<file path="config.mk">
export PLATFORM = sky130hd
export DESIGN_NAME = gtp_timer_block
export DESIGN_NICKNAME = d
export VERILOG_FILES = /design/src/design/gtp_pkg.sv /design/src/design/gtp_timer_block.sv
export VERILOG_INCLUDE_DIRS = /design/src /design/src/design
export SDC_FILE = /design/constraint.sdc
export NUM_CORES = 1
export LEC_CHECK = 0
export BUFFER_PORTS_ARGS = -buffer_cell sky130_fd_sc_hd__buf_4
export CAP_MARGIN = 20
export CORE_ASPECT_RATIO = 0.7
export CORE_MARGIN = 2
export CORE_UTILIZATION = 53
export CTS_CLUSTER_DIAMETER = 80
export DETAILED_ROUTE_END_ITERATION = 16
export PLACE_DENSITY_LB_ADDON = 0.2
export SLEW_MARGIN = 40
export SYNTH_ARGS = -nofsm -noshare
export SYNTH_HDL_FRONTEND = slang
export SYNTH_SLANG_ARGS = --single-unit
</file>
<file path="constraint.sdc">
create_clock -name clock -period 5.1 [get_ports clock]
set_clock_uncertainty 0.2 [all_clocks]
set_input_delay 1.02 -clock clock [delete_from_list [all_inputs] [get_ports clock]]
set_output_delay 1.02 -clock clock [all_outputs]
set_load 0.005 [all_outputs]
</file>
<file path="src/design/gtp_regs.svh">
`ifndef GTP_REGS_SVH
`define GTP_REGS_SVH

// =====================================================================
// Register offsets
`define GTP_ADDR_WIDE_CTL     4'h0
`define GTP_ADDR_WIDE_GATE    4'h1
`define GTP_ADDR_CNT_LOW      4'h2
`define GTP_ADDR_CNT_HIGH     4'h3
`define GTP_ADDR_PER_COUNT    4'h4
`define GTP_ADDR_PER_LIMIT    4'h5
`define GTP_ADDR_PER_CTL      4'h6
`define GTP_ADDR_FLAGS        4'h7
`define GTP_ADDR_IRQ_EN       4'h8

// =====================================================================
// Wide timer control fields
`define GTP_CS_HI             7
`define GTP_CS_LO             6
`define GTP_CKPS_HI           5
`define GTP_CKPS_LO           4
`define GTP_SOSC_EN           3
`define GTP_SYNC_DIS          2
`define GTP_WIDE_ACC          1
`define GTP_RUN               0

// =====================================================================
// Wide timer gate control fields
`define GTP_GATE_EN           7
`define GTP_GATE_POL          6
`define GTP_GATE_TGL          5
`define GTP_GATE_SPM          4
`define GTP_GATE_ARM          3
`define GTP_GATE_VAL          2
`define GTP_GSS_HI            1
`define GTP_GSS_LO            0

// =====================================================================
// Period timer control fields
`define GTP_OUTPS_HI          6
`define GTP_OUTPS_LO          3
`define GTP_PER_RUN           2
`define GTP_PCKPS_HI          1
`define GTP_PCKPS_LO          0

// =====================================================================
// Flag and enable fields
`define GTP_FLAG_GATE         0
`define GTP_FLAG_ROLL         1
`define GTP_FLAG_PER          2
`define GTP_EN_PER_PRIO       3

// =====================================================================
// Reset values and timing
`define GTP_RST_CTL           8'h00
`define GTP_RST_GATE          8'h00
`define GTP_RST_PER_LIMIT     8'hff
`define GTP_RST_PER_CTL       7'h00
`define GTP_INSTR_LAST        2'h3
`define GTP_SERIAL_TMR_MODE   4'h3

`endif

</file>
<file path="src/design/gtp_pkg.sv">
package gtp_pkg;

   typedef enum logic [1:0] {
      GTP_SP_IDLE  = 2'h0,
      GTP_SP_WAIT  = 2'h1,
      GTP_SP_PULSE = 2'h3
   } gtp_sp_type;

   typedef struct packed {
      logic [3:0] addr;
      logic [7:0] wdata;
      logic       wr;
      logic       rd;
   } gtp_bus_type;

   // Pin order: comp2, comp1, gate pin, secondary osc, ext clock pin
   typedef struct packed {
      logic [4:0]  s1;
      logic [4:0]  s2;
      logic [4:0]  s3;
      logic [4:0]  flt;
      logic        clkPrev;
      logic        extDly;
      logic [1:0]  instr;
      logic [7:0]  ctl;
      logic [7:0]  gctl;
      gtp_sp_type  sp;
      logic        tgl;
      logic        gpPrev;
      logic        selPrev;
      logic        valPrev;
      logic [2:0]  pre;
      logic [15:0] cnt;
      logic [7:0]  hiBuf;
      logic [7:0]  pcnt;
      logic [7:0]  plim;
      logic [6:0]  pctl;
      logic [3:0]  ppre;
      logic [3:0]  ppost;
      logic        match;
      logic [2:0]  flags;
      logic [3:0]  irqEn;
      logic [7:0]  rdata;
   } gtp_state_type;

endpackage : gtp_pkg

</file>
<file path="src/design/gtp_timer_block.sv">
//Behaviour
// - External source: sync-disable 1 unsynchronised, 0 synchronised; ignored for 0X.
// - Wide-access enable gives one 16-bit read or write via high-byte buffer.
// - Toggle mode routes gate through flop toggling on rising edges; off clears it.
// - Single-pulse mode bit lets single-pulse logic own the gate.
// - Arm bit set by software, reads 1 while waiting, cleared by hardware.
// - Count from next rising edge, disarm at trailing edge; mode off disarms.
// - Gate level bit shows gate state regardless of gate enable.
// - Gate source 00 pin, 01 period match, 10 comparator 1, 11 comparator 2.
// - Falling gate level sets gate event flag, even with gate disabled.
// - Wide count wraps FFFF to 0000 and sets rollover flag.
// - Power-on reset clears both control registers; other resets clear wide access only.
// - Period timer runs on instruction clock, counting up from zero.
// - Four-bit prescaler before period timer divides by 1, 4 or 16.
// - Count equals limit gives match, counter back to zero, postscaler advanced.
// - Each period counter reset sends one rising pulse to the gate logic.
// - Period counter clears on any reset; period limit resets to all ones.
// - Prescaler and postscaler clear on count write, control write, any reset.
// - Writing period control leaves the period count unchanged.
// - Postscale code n gives ratio 1:(n+1), up to 1:16.
// - Postscaler output sets period flag; interrupt by enable, with priority bit.
// - Unscaled match is the PWM time base and serial shift clock for mode 0011.
// - During sleep the period timer holds count and limit.
// - Module disable holds that timer in reset with its clock cut.
`include "gtp_regs.svh"

module gtp_timer_block (
   input  wire logic                clock,
   input  wire logic                nrst,
   input  wire logic                porBor,
   input  wire gtp_pkg::gtp_bus_type bus,
   output logic [7:0]               rdata,
   input  wire logic                extClockPin,
   input  wire logic                secOscClock,
   input  wire logic                gatePin,
   input  wire logic                comp1Out,
   input  wire logic                comp2Out,
   input  wire logic                sleep,
   input  wire logic                wideTimerDisable,
   input  wire logic                periodTimerDisable,
   input  wire logic [3:0]          serialModeSelect,
   output logic                     periodMatch,
   output logic                     serialShiftClock,
   output logic                     gateEventIrq,
   output logic                     rolloverIrq,
   output logic                     periodMatchIrq,
   output logic                     periodMatchHighPrio
);

   gtp_pkg::gtp_state_type q;
   gtp_pkg::gtp_state_type d;

   logic [4:0] pinsNow;
   logic       wrWideCtl;
   logic       wrGate;
   logic       wrLow;
   logic       wrHigh;
   logic       wrPCount;
   logic       wrPCtl;
   logic       rdLow;
   logic       srcEdge;
   logic       extEdge;
   logic       isExt;
   logic       preHit;
   logic       gp;
   logic       gSel;
   logic       gVal;
   logic       srcRaw;
   logic       cntEn;
   logic       pTick;
   logic       pStep;
   logic       pHit;
   logic [7:0] rdNext;

   assign pinsNow  = {comp2Out, comp1Out, gatePin, secOscClock, extClockPin};
   assign wrWideCtl = bus.wr && bus.addr == `GTP_ADDR_WIDE_CTL;
   assign wrGate   = bus.wr && bus.addr == `GTP_ADDR_WIDE_GATE;
   assign wrLow    = bus.wr && bus.addr == `GTP_ADDR_CNT_LOW;
   assign wrHigh   = bus.wr && bus.addr == `GTP_ADDR_CNT_HIGH;
   assign wrPCount = bus.wr && bus.addr == `GTP_ADDR_PER_COUNT;
   assign wrPCtl   = bus.wr && bus.addr == `GTP_ADDR_PER_CTL;
   assign rdLow    = bus.rd && bus.addr == `GTP_ADDR_CNT_LOW;

   // ==================================================================
   // Wide timer clock source and prescaler
   always_comb
   begin
      logic clkSel;
      clkSel = q.ctl[`GTP_SOSC_EN] ? q.flt[1] : q.flt[0];
      extEdge = clkSel && !q.clkPrev;
      isExt = q.ctl[`GTP_CS_HI:`GTP_CS_LO] == 2'b10;
      case (q.ctl[`GTP_CS_HI:`GTP_CS_LO])
         2'b00:   srcEdge = q.instr == `GTP_INSTR_LAST;
         2'b01:   srcEdge = 1'b1;
         // Synchronised path adds one system-clock stage
         2'b10:   srcEdge = q.ctl[`GTP_SYNC_DIS] ? extEdge : q.extDly;
         default: srcEdge = 1'b0;
      endcase
      // Internal and synchronised sources stop in sleep
      if (sleep && !(isExt && q.ctl[`GTP_SYNC_DIS]))
      begin
         srcEdge = 1'b0;
      end
      case (q.ctl[`GTP_CKPS_HI:`GTP_CKPS_LO])
         2'b11:   preHit = q.pre == 3'h7;
         2'b10:   preHit = q.pre[1:0] == 2'h3;
         2'b01:   preHit = q.pre[0];
         default: preHit = 1'b1;
      endcase
   end

   // ==================================================================
   // Gate path
   always_comb
   begin
      case (q.gctl[`GTP_GSS_HI:`GTP_GSS_LO])
         2'b00:   srcRaw = q.flt[2];
         2'b01:   srcRaw = q.match;
         2'b10:   srcRaw = q.flt[3];
         default: srcRaw = q.flt[4];
      endcase
      gp = srcRaw ~^ q.gctl[`GTP_GATE_POL];
      gSel = q.gctl[`GTP_GATE_TGL] ? q.tgl : gp;
      // Single pulse passes the gate only during the captured pulse
      gVal = q.gctl[`GTP_GATE_SPM] ? (q.sp == gtp_pkg::GTP_SP_PULSE) && gSel : gSel;
      cntEn = q.ctl[`GTP_RUN] && srcEdge && preHit
              && (!q.gctl[`GTP_GATE_EN] || gVal);
   end

   // ==================================================================
   // Period timer tick
   always_comb
   begin
      pTick = 1'b0;
      pStep = q.instr == `GTP_INSTR_LAST && q.pctl[`GTP_PER_RUN] && !sleep;
      if (pStep)
      begin
         case (q.pctl[`GTP_PCKPS_HI:`GTP_PCKPS_LO])
            2'b00:   pTick = 1'b1;
            2'b01:   pTick = q.ppre[1:0] == 2'h3;
            default: pTick = q.ppre == 4'hf;
         endcase
      end
      pHit = pTick && q.pcnt == q.plim;
   end

   // ==================================================================
   // Read mux
   always_comb
   begin
      case (bus.addr)
         `GTP_ADDR_WIDE_CTL:  rdNext = q.ctl;
         `GTP_ADDR_WIDE_GATE: rdNext = {q.gctl[7:4], q.sp != gtp_pkg::GTP_SP_IDLE,
                                        gVal, q.gctl[1:0]};
         `GTP_ADDR_CNT_LOW:   rdNext = q.cnt[7:0];
         `GTP_ADDR_CNT_HIGH:  rdNext = q.ctl[`GTP_WIDE_ACC] ? q.hiBuf : q.cnt[15:8];
         `GTP_ADDR_PER_COUNT: rdNext = q.pcnt;
         `GTP_ADDR_PER_LIMIT: rdNext = q.plim;
         `GTP_ADDR_PER_CTL:   rdNext = {1'b0, q.pctl};
         `GTP_ADDR_FLAGS:     rdNext = {5'h00, q.flags};
         `GTP_ADDR_IRQ_EN:    rdNext = {4'h0, q.irqEn};
         default:             rdNext = 8'h00;
      endcase
   end

   // ==================================================================
   // Next state
   always_comb
   begin
      d = q;
      d.s1 = pinsNow;
      d.s2 = q.s1;
      d.s3 = q.s2;
      // A change counts once the last two stages agree
      d.flt = (q.s2 & q.s3) | (q.flt & (q.s2 ^ q.s3));
      d.clkPrev = q.ctl[`GTP_SOSC_EN] ? q.flt[1] : q.flt[0];
      d.extDly = extEdge;
      d.instr = q.instr + 2'h1;
      d.rdata = bus.rd ? rdNext : 8'h00;
      d.gpPrev = gp;
      d.selPrev = gSel;
      d.valPrev = gVal;
      d.match = 1'b0;

      // Toggle flop
      if (!q.gctl[`GTP_GATE_TGL] || !q.ctl[`GTP_RUN])
      begin
         d.tgl = 1'b0;
      end
      else if (gp && !q.gpPrev)
      begin
         d.tgl = !q.tgl;
      end

      // Single-pulse sequence
      case (q.sp)
         gtp_pkg::GTP_SP_WAIT:
         begin
            if (gSel && !q.selPrev)
            begin
               d.sp = gtp_pkg::GTP_SP_PULSE;
            end
         end
         gtp_pkg::GTP_SP_PULSE:
         begin
            if (!gSel && q.selPrev)
            begin
               d.sp = gtp_pkg::GTP_SP_IDLE;
            end
         end
         default: d.sp = gtp_pkg::GTP_SP_IDLE;
      endcase
      if (!q.gctl[`GTP_GATE_SPM])
      begin
         d.sp = gtp_pkg::GTP_SP_IDLE;
      end
      if (wrGate && bus.wdata[`GTP_GATE_ARM] && bus.wdata[`GTP_GATE_SPM]
          && q.sp == gtp_pkg::GTP_SP_IDLE)
      begin
         d.sp = gtp_pkg::GTP_SP_WAIT;
      end

      // Wide counter
      if (q.ctl[`GTP_RUN] && srcEdge)
      begin
         d.pre = preHit ? 3'h0 : q.pre + 3'h1;
      end
      if (cntEn)
      begin
         d.cnt = q.cnt + 16'h0001;
      end
      if (wrWideCtl)
      begin
         d.ctl = bus.wdata;
      end
      if (wrGate)
      begin
         d.gctl = bus.wdata;
      end
      if (rdLow && q.ctl[`GTP_WIDE_ACC])
      begin
         d.hiBuf = q.cnt[15:8];
      end
      // Bus writes take precedence over counting
      if (wrHigh)
      begin
         if (q.ctl[`GTP_WIDE_ACC])
         begin
            d.hiBuf = bus.wdata;
         end
         else
         begin
            d.cnt[15:8] = bus.wdata;
         end
      end
      if (wrLow)
      begin
         d.cnt[7:0] = bus.wdata;
         if (q.ctl[`GTP_WIDE_ACC])
         begin
            d.cnt[15:8] = q.hiBuf;
         end
      end

      // Period timer
      if (pStep)
      begin
         d.ppre = q.ppre + 4'h1;
      end
      if (pTick)
      begin
         d.pcnt = pHit ? 8'h00 : q.pcnt + 8'h01;
      end
      if (pHit)
      begin
         d.match = 1'b1;
         d.ppost = q.ppost + 4'h1;
         if (q.ppost == q.pctl[`GTP_OUTPS_HI:`GTP_OUTPS_LO])
         begin
            d.ppost = 4'h0;
         end
      end
      if (wrPCount)
      begin
         d.pcnt = bus.wdata;
      end
      if (bus.wr && bus.addr == `GTP_ADDR_PER_LIMIT)
      begin
         d.plim = bus.wdata;
      end
      if (wrPCtl)
      begin
         d.pctl = bus.wdata[6:0];
      end
      if (wrPCount || wrPCtl)
      begin
         d.ppre = 4'h0;
         d.ppost = 4'h0;
      end

      // Flags: writing 0 clears, a same-cycle event still sets
      if (bus.wr && bus.addr == `GTP_ADDR_FLAGS)
      begin
         d.flags = q.flags & bus.wdata[2:0];
      end
      if (bus.wr && bus.addr == `GTP_ADDR_IRQ_EN)
      begin
         d.irqEn = bus.wdata[3:0];
      end
      if (!gVal && q.valPrev)
      begin
         d.flags[`GTP_FLAG_GATE] = 1'b1;
      end
      if (cntEn && q.cnt == 16'hffff)
      begin
         d.flags[`GTP_FLAG_ROLL] = 1'b1;
      end
      if (pHit && q.ppost == q.pctl[`GTP_OUTPS_HI:`GTP_OUTPS_LO])
      begin
         d.flags[`GTP_FLAG_PER] = 1'b1;
      end

      // Module disable holds each timer in reset
      if (wideTimerDisable)
      begin
         d.ctl = `GTP_RST_CTL;
         d.gctl = `GTP_RST_GATE;
         d.cnt = 16'h0000;
         d.hiBuf = 8'h00;
         d.pre = 3'h0;
         d.tgl = 1'b0;
         d.sp = gtp_pkg::GTP_SP_IDLE;
      end
      if (periodTimerDisable)
      begin
         d.pcnt = 8'h00;
         d.plim = `GTP_RST_PER_LIMIT;
         d.pctl = `GTP_RST_PER_CTL;
         d.ppre = 4'h0;
         d.ppost = 4'h0;
         d.match = 1'b0;
      end

      if (!nrst)
      begin
         if (porBor)
         begin
            d = '0;
            d.ctl = `GTP_RST_CTL;
            d.gctl = `GTP_RST_GATE;
            d.sp = gtp_pkg::GTP_SP_IDLE;
         end
         else
         begin
            d = q;
            d.ctl[`GTP_WIDE_ACC] = 1'b0;
            d.rdata = 8'h00;
            d.match = 1'b0;
         end
         d.pcnt = 8'h00;
         d.plim = `GTP_RST_PER_LIMIT;
         d.pctl = `GTP_RST_PER_CTL;
         d.ppre = 4'h0;
         d.ppost = 4'h0;
      end
   end

   // ==================================================================
   // State register
   always_ff @(posedge clock)
   begin
      q <= d;
   end

   // ==================================================================
   // Outputs
   assign rdata = q.rdata;
   assign periodMatch = q.match;
   assign serialShiftClock = q.match && serialModeSelect == `GTP_SERIAL_TMR_MODE;
   assign gateEventIrq = q.flags[`GTP_FLAG_GATE] && q.irqEn[`GTP_FLAG_GATE];
   assign rolloverIrq = q.flags[`GTP_FLAG_ROLL] && q.irqEn[`GTP_FLAG_ROLL];
   assign periodMatchIrq = q.flags[`GTP_FLAG_PER] && q.irqEn[`GTP_FLAG_PER];
   assign periodMatchHighPrio = q.irqEn[`GTP_EN_PER_PRIO];

endmodule : gtp_timer_block

</file>
==> impl_metrics.json, run 1 <==
{
  "nFillCells": 959,
  "setup_ws_ns": 1.89,
  "worstPathRequired_ns": 5.01,
  "ys_seq_area_share_pct": 49.8,
  "cpLargestDelayFamily": "simple AND/OR/NAND/NOR gates",
  "vias": 5237,
  "ys_types": 52,
  "grt_use_met2_pct": 43.7,
  "htree_levels": 4,
  "die_area_um2": 12800,
  "grt_use_met1_pct": 41.1,
  "min_period_ns": 3.21,
  "wire_per_inst_um": 21.3,
  "path_clk_slew_ns": 0.06,
  "mostFrequentLayoutCells": "edfxtp_1 (78), nor2_1 (60), nand2_1 (59), buf_4 (45), dfxtp_1 (40)",
  "cts_made_buffers": 17,
  "design.core.area_um2": 11700,
  "hpwl_um": 12700,
  "hold_violations": 0,
  "grt-busiest-layer": "met2",
  "postCtsHoldBufs": 0,
  "cts_tree": "built",
  "seq_area_um2": 3140,
  "layout_commonest_cell": "edfxtp_1",
  "ir_drop_mv": 0.258,
  "diodes": 0,
  "synth.avg_cell_area_um2": 9.87,
  "drc": 0,
  "power_density_nw_per_um2": 353,
  "synthFlopType": "edfxtp_1",
  "initialDrtViolationCount": 600,
  "grt_overflow": 0,
  "grt_pass1_wl_um": 27500,
  "multiInputGateArea_um2": 2980,
  "portBuffers": 42,
  "relSlewSlack_pct": 39.6,
  "ant_nets": 0,
  "hp-class": "register to register",
  "grt_max_degree": 45,
  "final_nets": 708,
  "io_pins": 43,
  "end_kind": "register",
  "antenna_found_initial": 0,
  "crit_path_frequent_cell": "a21oi_1",
  "path_max_fanout": 9,
  "grtUsageMet3_pct": 6.11,
  "synthToLayoutAreaGrowth_pct": 15.3,
  "synth-seq-cells": 118,
  "ctsResizeCount": 0,
  "critPathMaxStageDelay_ns": 0.55,
  "yosysWarnings": 0,
  "async_flop_share_pct": 0,
  "synth-edff-count": 78,
  "fmax_mhz": 312,
  "drv_slew": 0,
  "ff2ff_path_depth": 6,
  "tightest_slew_ns": 0.904,
  "fp.dieH_um": 95.3,
  "hold_path_depth": 2,
  "cts_root_buf": "clkbuf_16",
  "gp_congestion": 1.00,
  "synthTopCellsByArea": "edfxtp_1 (37%), dfxtp_1 (13%), mux2i_1 (4.1%)",
  "synth_fp_nets": 681,
  "dp_slack_ns": 1.54,
  "startpoint_type": "register",
  "syn_area_um2": 6320,
  "cp.arrival_ns": 3.12,
  "period_share_pct": 62.9,
  "rsz0062_at_grt": "false",
  "cts.sinks": 118,
  "p_leak_nw": 2.64,
  "status": "completed",
  "clock_path_buffers": 2,
  "synth_top_cell_by_area": "edfxtp_1",
  "drt-total-wl_um": 17800,
  "syn_inst": 640,
  "clk_latency_ns": 0.42,
  "cp.depth": 6,
  "final.setup.tns_ns": 0,
  "drtPass1Iterations": 7,
  "drive_gt1_share_pct": 13.4,
  "first_global_vias": 4917,
  "crit_slowest_cell": "mux4_2",
  "worst-path-buf-inv": 0,
  "grt_usage_pct": 28.9,
  "post-cts-setup-buffer-count": 0,
  "die_width_um": 134,
  "yosys.area.top_type_share_pct": 37.1,
  "setup_viol": 0,
  "routed_via_density": 6.26,
  "fp-row-count": 33,
  "initial_utilization_pct": 54.1,
  "worstPathCellList": "mux4_2 -> xnor2_1 -> a21oi_1 -> nor2_1 -> nand3_1 -> a21oi_1",
  "path_class": "register to register",
  "cap_violations": 0
}
-- final cells by class --
class / instances / area share, %
clock inverters: 15 / 2.28
repair buffers: 45 / 4.64
inverters: 9 / 0.464
clock buffers: 17 / 5.84
well taps: 157 / 2.70
flip-flops and latches: 118 / 43.1
multi-input cells: 476 / 40.9
-- layer usage --
metal / vias up / wire length [um]
met5: - / 0
met4: 0 / 406
met3: 30 / 1590
met2: 262 / 7810
met1: 2553 / 8000
li1: 2392 / -
-- power by group --
part / switching [mW] / internal (mW)
logic: 0.140 / 0.0913
clock network: 0.474 / 0.731
registers: 0.0543 / 1.08
-- cell families (layout without fill, tap and decap cells) --
family / count (synthesis) / in the layout / synth area share (%)
flops: 118 / 118 / 49.8
mux: 32 / 32 / 5.55
fa+ha+maj: 12 / 12 / 2.38
xor+xnor: 33 / 33 / 4.58
compound gates: 118 / 118 / 12.2
buf+inv: 46 / 86 / 3.25
simple gates: 281 / 281 / 22.3
-- through the flow --
stage | hold slack (ns) | cells | utilization [%] | instance area [um2] | power [mW]
after CTS | 0.294 | 837 | 62.3 | 7270 | 2.58
after global placement | 0.262 | 805 | 57.2 | 6680 | 1.38
after floorplan | 0.254 | 640 | - | 6320 | 1.28
after global routing | 0.317 | 837 | 62.4 | 7290 | 2.66
final | 0.300 | 837 | 62.4 | 7290 | 2.58
after detailed placement | 0.287 | 805 | 57.2 | 6680 | 1.38
-- Yosys cell counts, types with 2 or more instances --
| master | instances |
|---|---|
| xor2_1 | 9 |
| a31oi_1 | 4 |
| nor2b_1 | 17 |
| and2_1 | 38 |
| a221oi_1 | 7 |
| xnor2_1 | 24 |
| nor2_1 | 60 |
| nor3_1 | 24 |
| a222oi_1 | 3 |
| buf_1 | 4 |
| mux4_2 | 2 |
| o22ai_1 | 13 |
| nand3_1 | 37 |
| mux2i_1 | 26 |
| a22oi_1 | 4 |
| nor4_1 | 6 |
| a211oi_1 | 3 |
| nor3b_1 | 6 |
| a21boi_0 | 4 |
| edfxtp_1 | 78 |
| inv_1 | 9 |
| buf_4 | 8 |
| nand4_1 | 9 |
| o21ai_0 | 20 |
| nand2b_1 | 6 |
| clkbuf_1 | 23 |
| a22o_1 | 4 |
| or3_1 | 4 |
| dfxtp_1 | 40 |
| mux2_2 | 4 |
| nand3b_1 | 3 |
| nand2_1 | 59 |
| a21oi_1 | 39 |
| and3_1 | 8 |
| o211ai_1 | 4 |
| o221ai_1 | 4 |
| ha_1 | 12 |
-- worst min-delay path, cell delays in order, from the launching register on --
cell	delay (ns)
dfxtp_1	0.32
nand2_1	0.06
nand3_1	0.06
-- final timing paths --
path                             from  endpoint  slack (ns)
worst max-delay path            q[80]     q[13]        1.89
worst min-delay path            q[37]     q[37]        0.30
worst max register to register  q[80]     q[13]        1.89
worst min register to register  q[37]     q[37]        0.30
-- state kept, by name, summed over array words and instances (netlist names) --
name	flops
periodMatch	1
periodMatchHighPrio	1
q	108
rdata	8
(Power assumes the default switching activity.)
==> run 2: changes to the inputs <==
- ABC_AREA: unset -> 1
- clock period: 5.1 -> 2.6 ns (I/O delays scaled with it)
==> impl_metrics.json, run 2 <==
{
  "fp-row-count": 34,
  "synthTopCellsByArea": "edfxtp_1 (35%), dfxtp_1 (12%), nand2_1 (8.0%)",
  "p_leak_nw": 3.33,
  "rsz0062_at_grt": "false",
  "grt_max_degree": 30,
  "async_flop_share_pct": 0,
  "drv_slew": 0,
  "clock_path_buffers": 2,
  "final_nets": 887,
  "ant_nets": 0,
  "antenna_found_initial": 0,
  "crit_path_frequent_cell": "nand2_1",
  "setup_ws_ns": 0.213,
  "layout_commonest_cell": "nand2_1",
  "ys_seq_area_share_pct": 47.4,
  "path_class": "register to register",
  "largest_reg_flops": 108,
  "crit_slowest_cell": "edfxtp_1",
  "cpLargestDelayFamily": "simple AND/OR/NAND/NOR gates",
  "grt_overflow": 0,
  "yosysWarnings": 0,
  "syn_inst": 794,
  "status": "completed",
  "critPathMaxStageDelay_ns": 0.44,
  "yosys.area.top_type_share_pct": 35.4,
  "dp_slack_ns": 0.176,
  "synth_most_common_cell": "nand2_1",
  "initialDrtViolationCount": 772,
  "cp.depth": 12,
  "post_dp_cell_area_um2": 7110,
  "path_clk_slew_ns": 0.06,
  "synthFlopType": "edfxtp_1",
  "postCtsHoldBufs": 0,
  "cts_made_buffers": 17,
  "tightest_slew_ns": 0.733,
  "wire_per_inst_um": 19.1,
  "cts_root_buf": "clkbuf_16",
  "power_density_nw_per_um2": 645,
  "grt_usage_pct": 30.2,
  "fp.dieH_um": 97.5,
  "io_pins": 43,
  "ys_top_cells_by_count": "nand2_1 (141), inv_1 (117), edfxtp_1 (78)",
  "synth.avg_cell_area_um2": 8.34,
  "drive_gt1_share_pct": 16.5,
  "drc": 0,
  "hold_path_depth": 3,
  "worstPathCellList": "ha_1 -> ha_1 -> nand3_1 -> nand3_1 -> nand3_1 -> inv_1 -> nand2_4 -> nand2_1 -> nand2_1 -> nand2_1 -> nand2_1 -> a21oi_1",
  "end_kind": "register",
  "first_global_vias": 5441,
  "hold_violations": 0,
  "design_area_um2": 7670,
  "ir_drop_mv": 0.576,
  "setup_viol": 0,
  "vias": 5877,
  "synth_top_cell_by_area": "edfxtp_1",
  "cts.sinks": 118,
  "drtPass1Iterations": 7,
  "min_period_ns": 2.39,
  "grt_pass1_wl_um": 30100,
  "synthToLayoutAreaGrowth_pct": 15.8,
  "htree_levels": 4,
  "post-cts-setup-buffer-count": 0,
  "gp_congestion": 1.01,
  "initial_utilization_pct": 53.9,
  "ys_types": 47,
  "worstPathRequired_ns": 2.54,
  "design.core.area_um2": 12300,
  "regMostFlops": "q",
  "hpwl_um": 14500,
  "cap_violations": 0,
  "period_share_pct": 91.8,
  "startpoint_type": "register",
  "drt-total-wl_um": 19500,
  "relSlewSlack_pct": 50.5,
  "die_area_um2": 13400,
  "mostFrequentLayoutCells": "nand2_1 (141), inv_1 (116), edfxtp_1 (78), a21oi_1 (70), nor2_1 (67)",
  "final.setup.tns_ns": 0,
  "worst-path-buf-inv": 1,
  "die_width_um": 138,
  "ff2ff_path_depth": 12,
  "cp.arrival_ns": 2.33,
  "synth-edff-count": 78,
  "syn_area_um2": 6620,
  "synth-seq-cells": 118,
  "portBuffers": 42,
  "hp-class": "input pin to register",
  "synth_fp_nets": 835,
  "path_max_fanout": 14,
  "diodes": 0,
  "fmax_mhz": 419,
  "clk_latency_ns": 0.41,
  "routed_via_density": 5.76,
  "cts_tree": "built"
}
-- run 2: where the power goes --
| group | leakage [nW] | total, mW | switching (mW) | internal, mW |
|---|---|---|---|---|
| registers | 1.15 | 2.22 | 0.0855 | 2.13 |
| logic | 1.90 | 0.518 | 0.349 | 0.169 |
| clock network | 0.283 | 2.21 | 0.866 | 1.35 |
| total | 3.33 | 4.95 | 1.30 | 3.65 |
-- run 2: routing by layer --
metal  wire length (um)  vias up  share of wire [%]  global-route usage (%)
met5                  0        -                  0                       0
met4                380        0                2.0                    7.38
met3               2170       40                 11                    7.46
met2               8240      332                 42                    42.7
met1               8670     2722                 45                    46.0
li1                   -     2783                  -                       -
-- run 2: stage by stage --
step	hold slack, ns	std cells	utilization, %	power [mW]
global placement	0.267	989	57.8	2.74
CTS	0.149	1021	62.4	4.95
detailed placement	0.278	989	57.8	2.76
global route	0.166	1021	62.4	5.13
floorplan	0.239	794	-	2.55
finish	0.149	1021	62.4	4.95
-- run 2: worst paths after layout --
path                from    end  slack [ns]
hold reg to reg    q[23]  q[23]        0.28
hold / removal    bus[9]  q[38]        0.15
setup reg to reg   q[71]  q[66]        0.21
setup / recovery   q[71]  q[66]        0.21
-- run 2: what timing repair did --
item / 4_1_cts / 5_1_grt
endpoints found under the hold margin: 0 / 0
resized for setup: 0 / 1
endpoints found under the setup margin: 0 / 1
-- run 2: cell type report --
type | count | area (um2)
clock inverters | 10 | 67.6
flip-flops and latches | 118 | 3140
inverters | 130 | 488
multi-input cells | 521 | 2840
repair buffers | 58 | 435
well taps | 162 | 203
clock buffers | 22 | 493
fillers | 1053 | 4620
-- run 2: cell families (layout without fill, tap and decap cells) --
group           after synthesis  count (layout)  synth area share [%]
compound gates              169             169                  15.0
xor+xnor                     28              28                  3.70
fa+ha+maj                    12              12                  2.27
buf+inv                     155             220                  9.73
flops                       118             118                  47.5
simple gates                312             312                  21.8
-- run 2: worst min-delay path: cells and delay by family --
family                 cells  cell delay, ns
AO/OA/AOI/OAI              2            0.12
buffers and inverters      1            0.08
==> run 3: changes to the inputs <==
- CORE_UTILIZATION: 53 -> 45
==> impl_metrics.json, run 3 (same netlist as run 2, synthesis figures left out) <==
{
  "portBuffers": 42,
  "nFillCells": 1348,
  "tightest_slew_ns": 0.558,
  "die_width_um": 149,
  "cp.arrival_ns": 2.24,
  "grt_use_met1_pct": 38.3,
  "io_pins": 43,
  "post-cts-setup-buffer-count": 0,
  "clock_path_buffers": 2,
  "dp_slack_ns": 0.176,
  "cts_root_buf": "clkbuf_16",
  "drtPass1Iterations": 5,
  "cts.sinks": 118,
  "diodes": 0,
  "drv_slew": 0,
  "largest_reg_flops": 108,
  "hold_violations": 0,
  "fp-row-count": 37,
  "final.setup.tns_ns": 0,
  "grt_overflow": 0,
  "p_leak_nw": 3.36,
  "routed_via_density": 5.61,
  "initialDrtViolationCount": 669,
  "drt-total-wl_um": 19900,
  "final_nets": 890,
  "status": "completed",
  "period_share_pct": 88.5,
  "fp.dieH_um": 106,
  "htree_levels": 4,
  "regMostFlops": "q",
  "wire_per_inst_um": 18.9,
  "p_int_mw": 3.91,
  "design.core.area_um2": 14500,
  "p_seq_share_pct": 42.2,
  "cap_violations": 0,
  "grt_max_degree": 26,
  "relSlewSlack_pct": 62.3,
  "layout_commonest_cell": "nand2_1",
  "clk_latency_ns": 0.43,
  "setup_viol": 0,
  "p_sw_mw": 1.35,
  "grt_usage_pct": 26.6,
  "startpoint_type": "register",
  "power_density_nw_per_um2": 675,
  "worstPathRequired_ns": 2.54,
  "grtUsageMet3_pct": 7.23,
  "cts_tree": "built",
  "path_class": "register to register",
  "vias": 5925,
  "p_sw_share_pct": 25.7,
  "antenna_found_initial": 0,
  "ctsResizeCount": 0,
  "end_kind": "register",
  "first_global_vias": 5696,
  "seq_area_um2": 3140,
  "postCtsHoldBufs": 0,
  "path_max_fanout": 4,
  "grt_use_met2_pct": 38.8,
  "hp-class": "input pin to register",
  "path_clk_slew_ns": 0.06,
  "initial_utilization_pct": 45.6,
  "grt_pass1_wl_um": 31200,
  "min_period_ns": 2.30,
  "cts_made_buffers": 17,
  "drive_gt1_share_pct": 16.7,
  "grt-busiest-layer": "met2",
  "synthToLayoutAreaGrowth_pct": 17.7,
  "ir_drop_mv": 0.395,
  "mostFrequentLayoutCells": "nand2_1 (141), inv_1 (116), edfxtp_1 (78), a21oi_1 (70), nor2_1 (67)",
  "fmax_mhz": 435,
  "multiInputGateArea_um2": 2840,
  "comb_power_share_pct": 10.0,
  "rsz0062_at_grt": "false",
  "hpwl_um": 15200,
  "ant_nets": 0,
  "die_area_um2": 15700,
  "setup_ws_ns": 0.300,
  "p_clk_share_pct": 47.8,
  "drc": 0,
  "gp_congestion": 0.973
}
run 3: cell count changes in the layout (fill, tap and decap cells not counted), sizes merged:
| cell | delta |
|---|---|
| clkinv | +1 |
| clkbuf | -5 |
| inv | -3 |
| buf | +3 |
| clkinvlp | +3 |
| bufinv | +4 |
run 3: layout make-up:
| type | count | share of cell area [%] |
|---|---|---|
| multi-input cells | 521 | 36.4 |
| inverters | 130 | 6.26 |
| clock buffers | 17 | 5.45 |
| flip-flops and latches | 118 | 40.3 |
| well taps | 195 | 3.13 |
| repair buffers | 61 | 5.87 |
| clock inverters | 15 | 2.62 |
run 3: per-layer routing:
metal	wire, um	part of all wire, %
met1	9080	46
met2	8630	43
met4	336	1.7
met5	0	0
met3	1900	9.5
run 3: path summary, 6_finish.rpt:
kind,from,to,slack [ns],cells past startpoint
max,q[55],q[13],0.30,9
min reg2reg,q[23],q[23],0.29,2
min,bus[9],q[38],0.13,3
max reg2reg,q[55],q[13],0.30,9
run 3: metrics by stage:
| stage | cell area [um2] | util, % | instances | power (mW) | hold WS [ns] |
|---|---|---|---|---|---|
| after floorplan | 6620 | - | 794 | 2.55 | 0.239 |
| after CTS | 7800 | 53.6 | 1057 | 5.26 | 0.118 |
| after global placement | 7170 | 49.3 | 1025 | 2.76 | 0.263 |
| final | 7800 | 53.6 | 1057 | 5.26 | 0.128 |
| after detailed placement | 7170 | 49.3 | 1025 | 2.77 | 0.286 |
| after global routing | 7800 | 53.6 | 1057 | 5.42 | 0.147 |
run 3: critical path, cell delays in order (launching register included):
cell and delay, ns:
edfxtp_1 0.44, ha_1 0.28, nand2_1 0.07, inv_1 0.10, nand2_1 0.09, inv_1 0.08
nand2_1 0.08, nor3_1 0.26, nand4_1 0.22, a21oi_1 0.20
run 3: power by group through the flow:
stage	Sequential (mW)	Combinational, mW	Clock, mW
floorplan	2.22	0.330	0
global placement	2.25	0.507	0
detailed placement	2.25	0.513	0
CTS	2.22	0.517	2.53
global route	2.23	0.577	2.61
finish	2.22	0.526	2.52
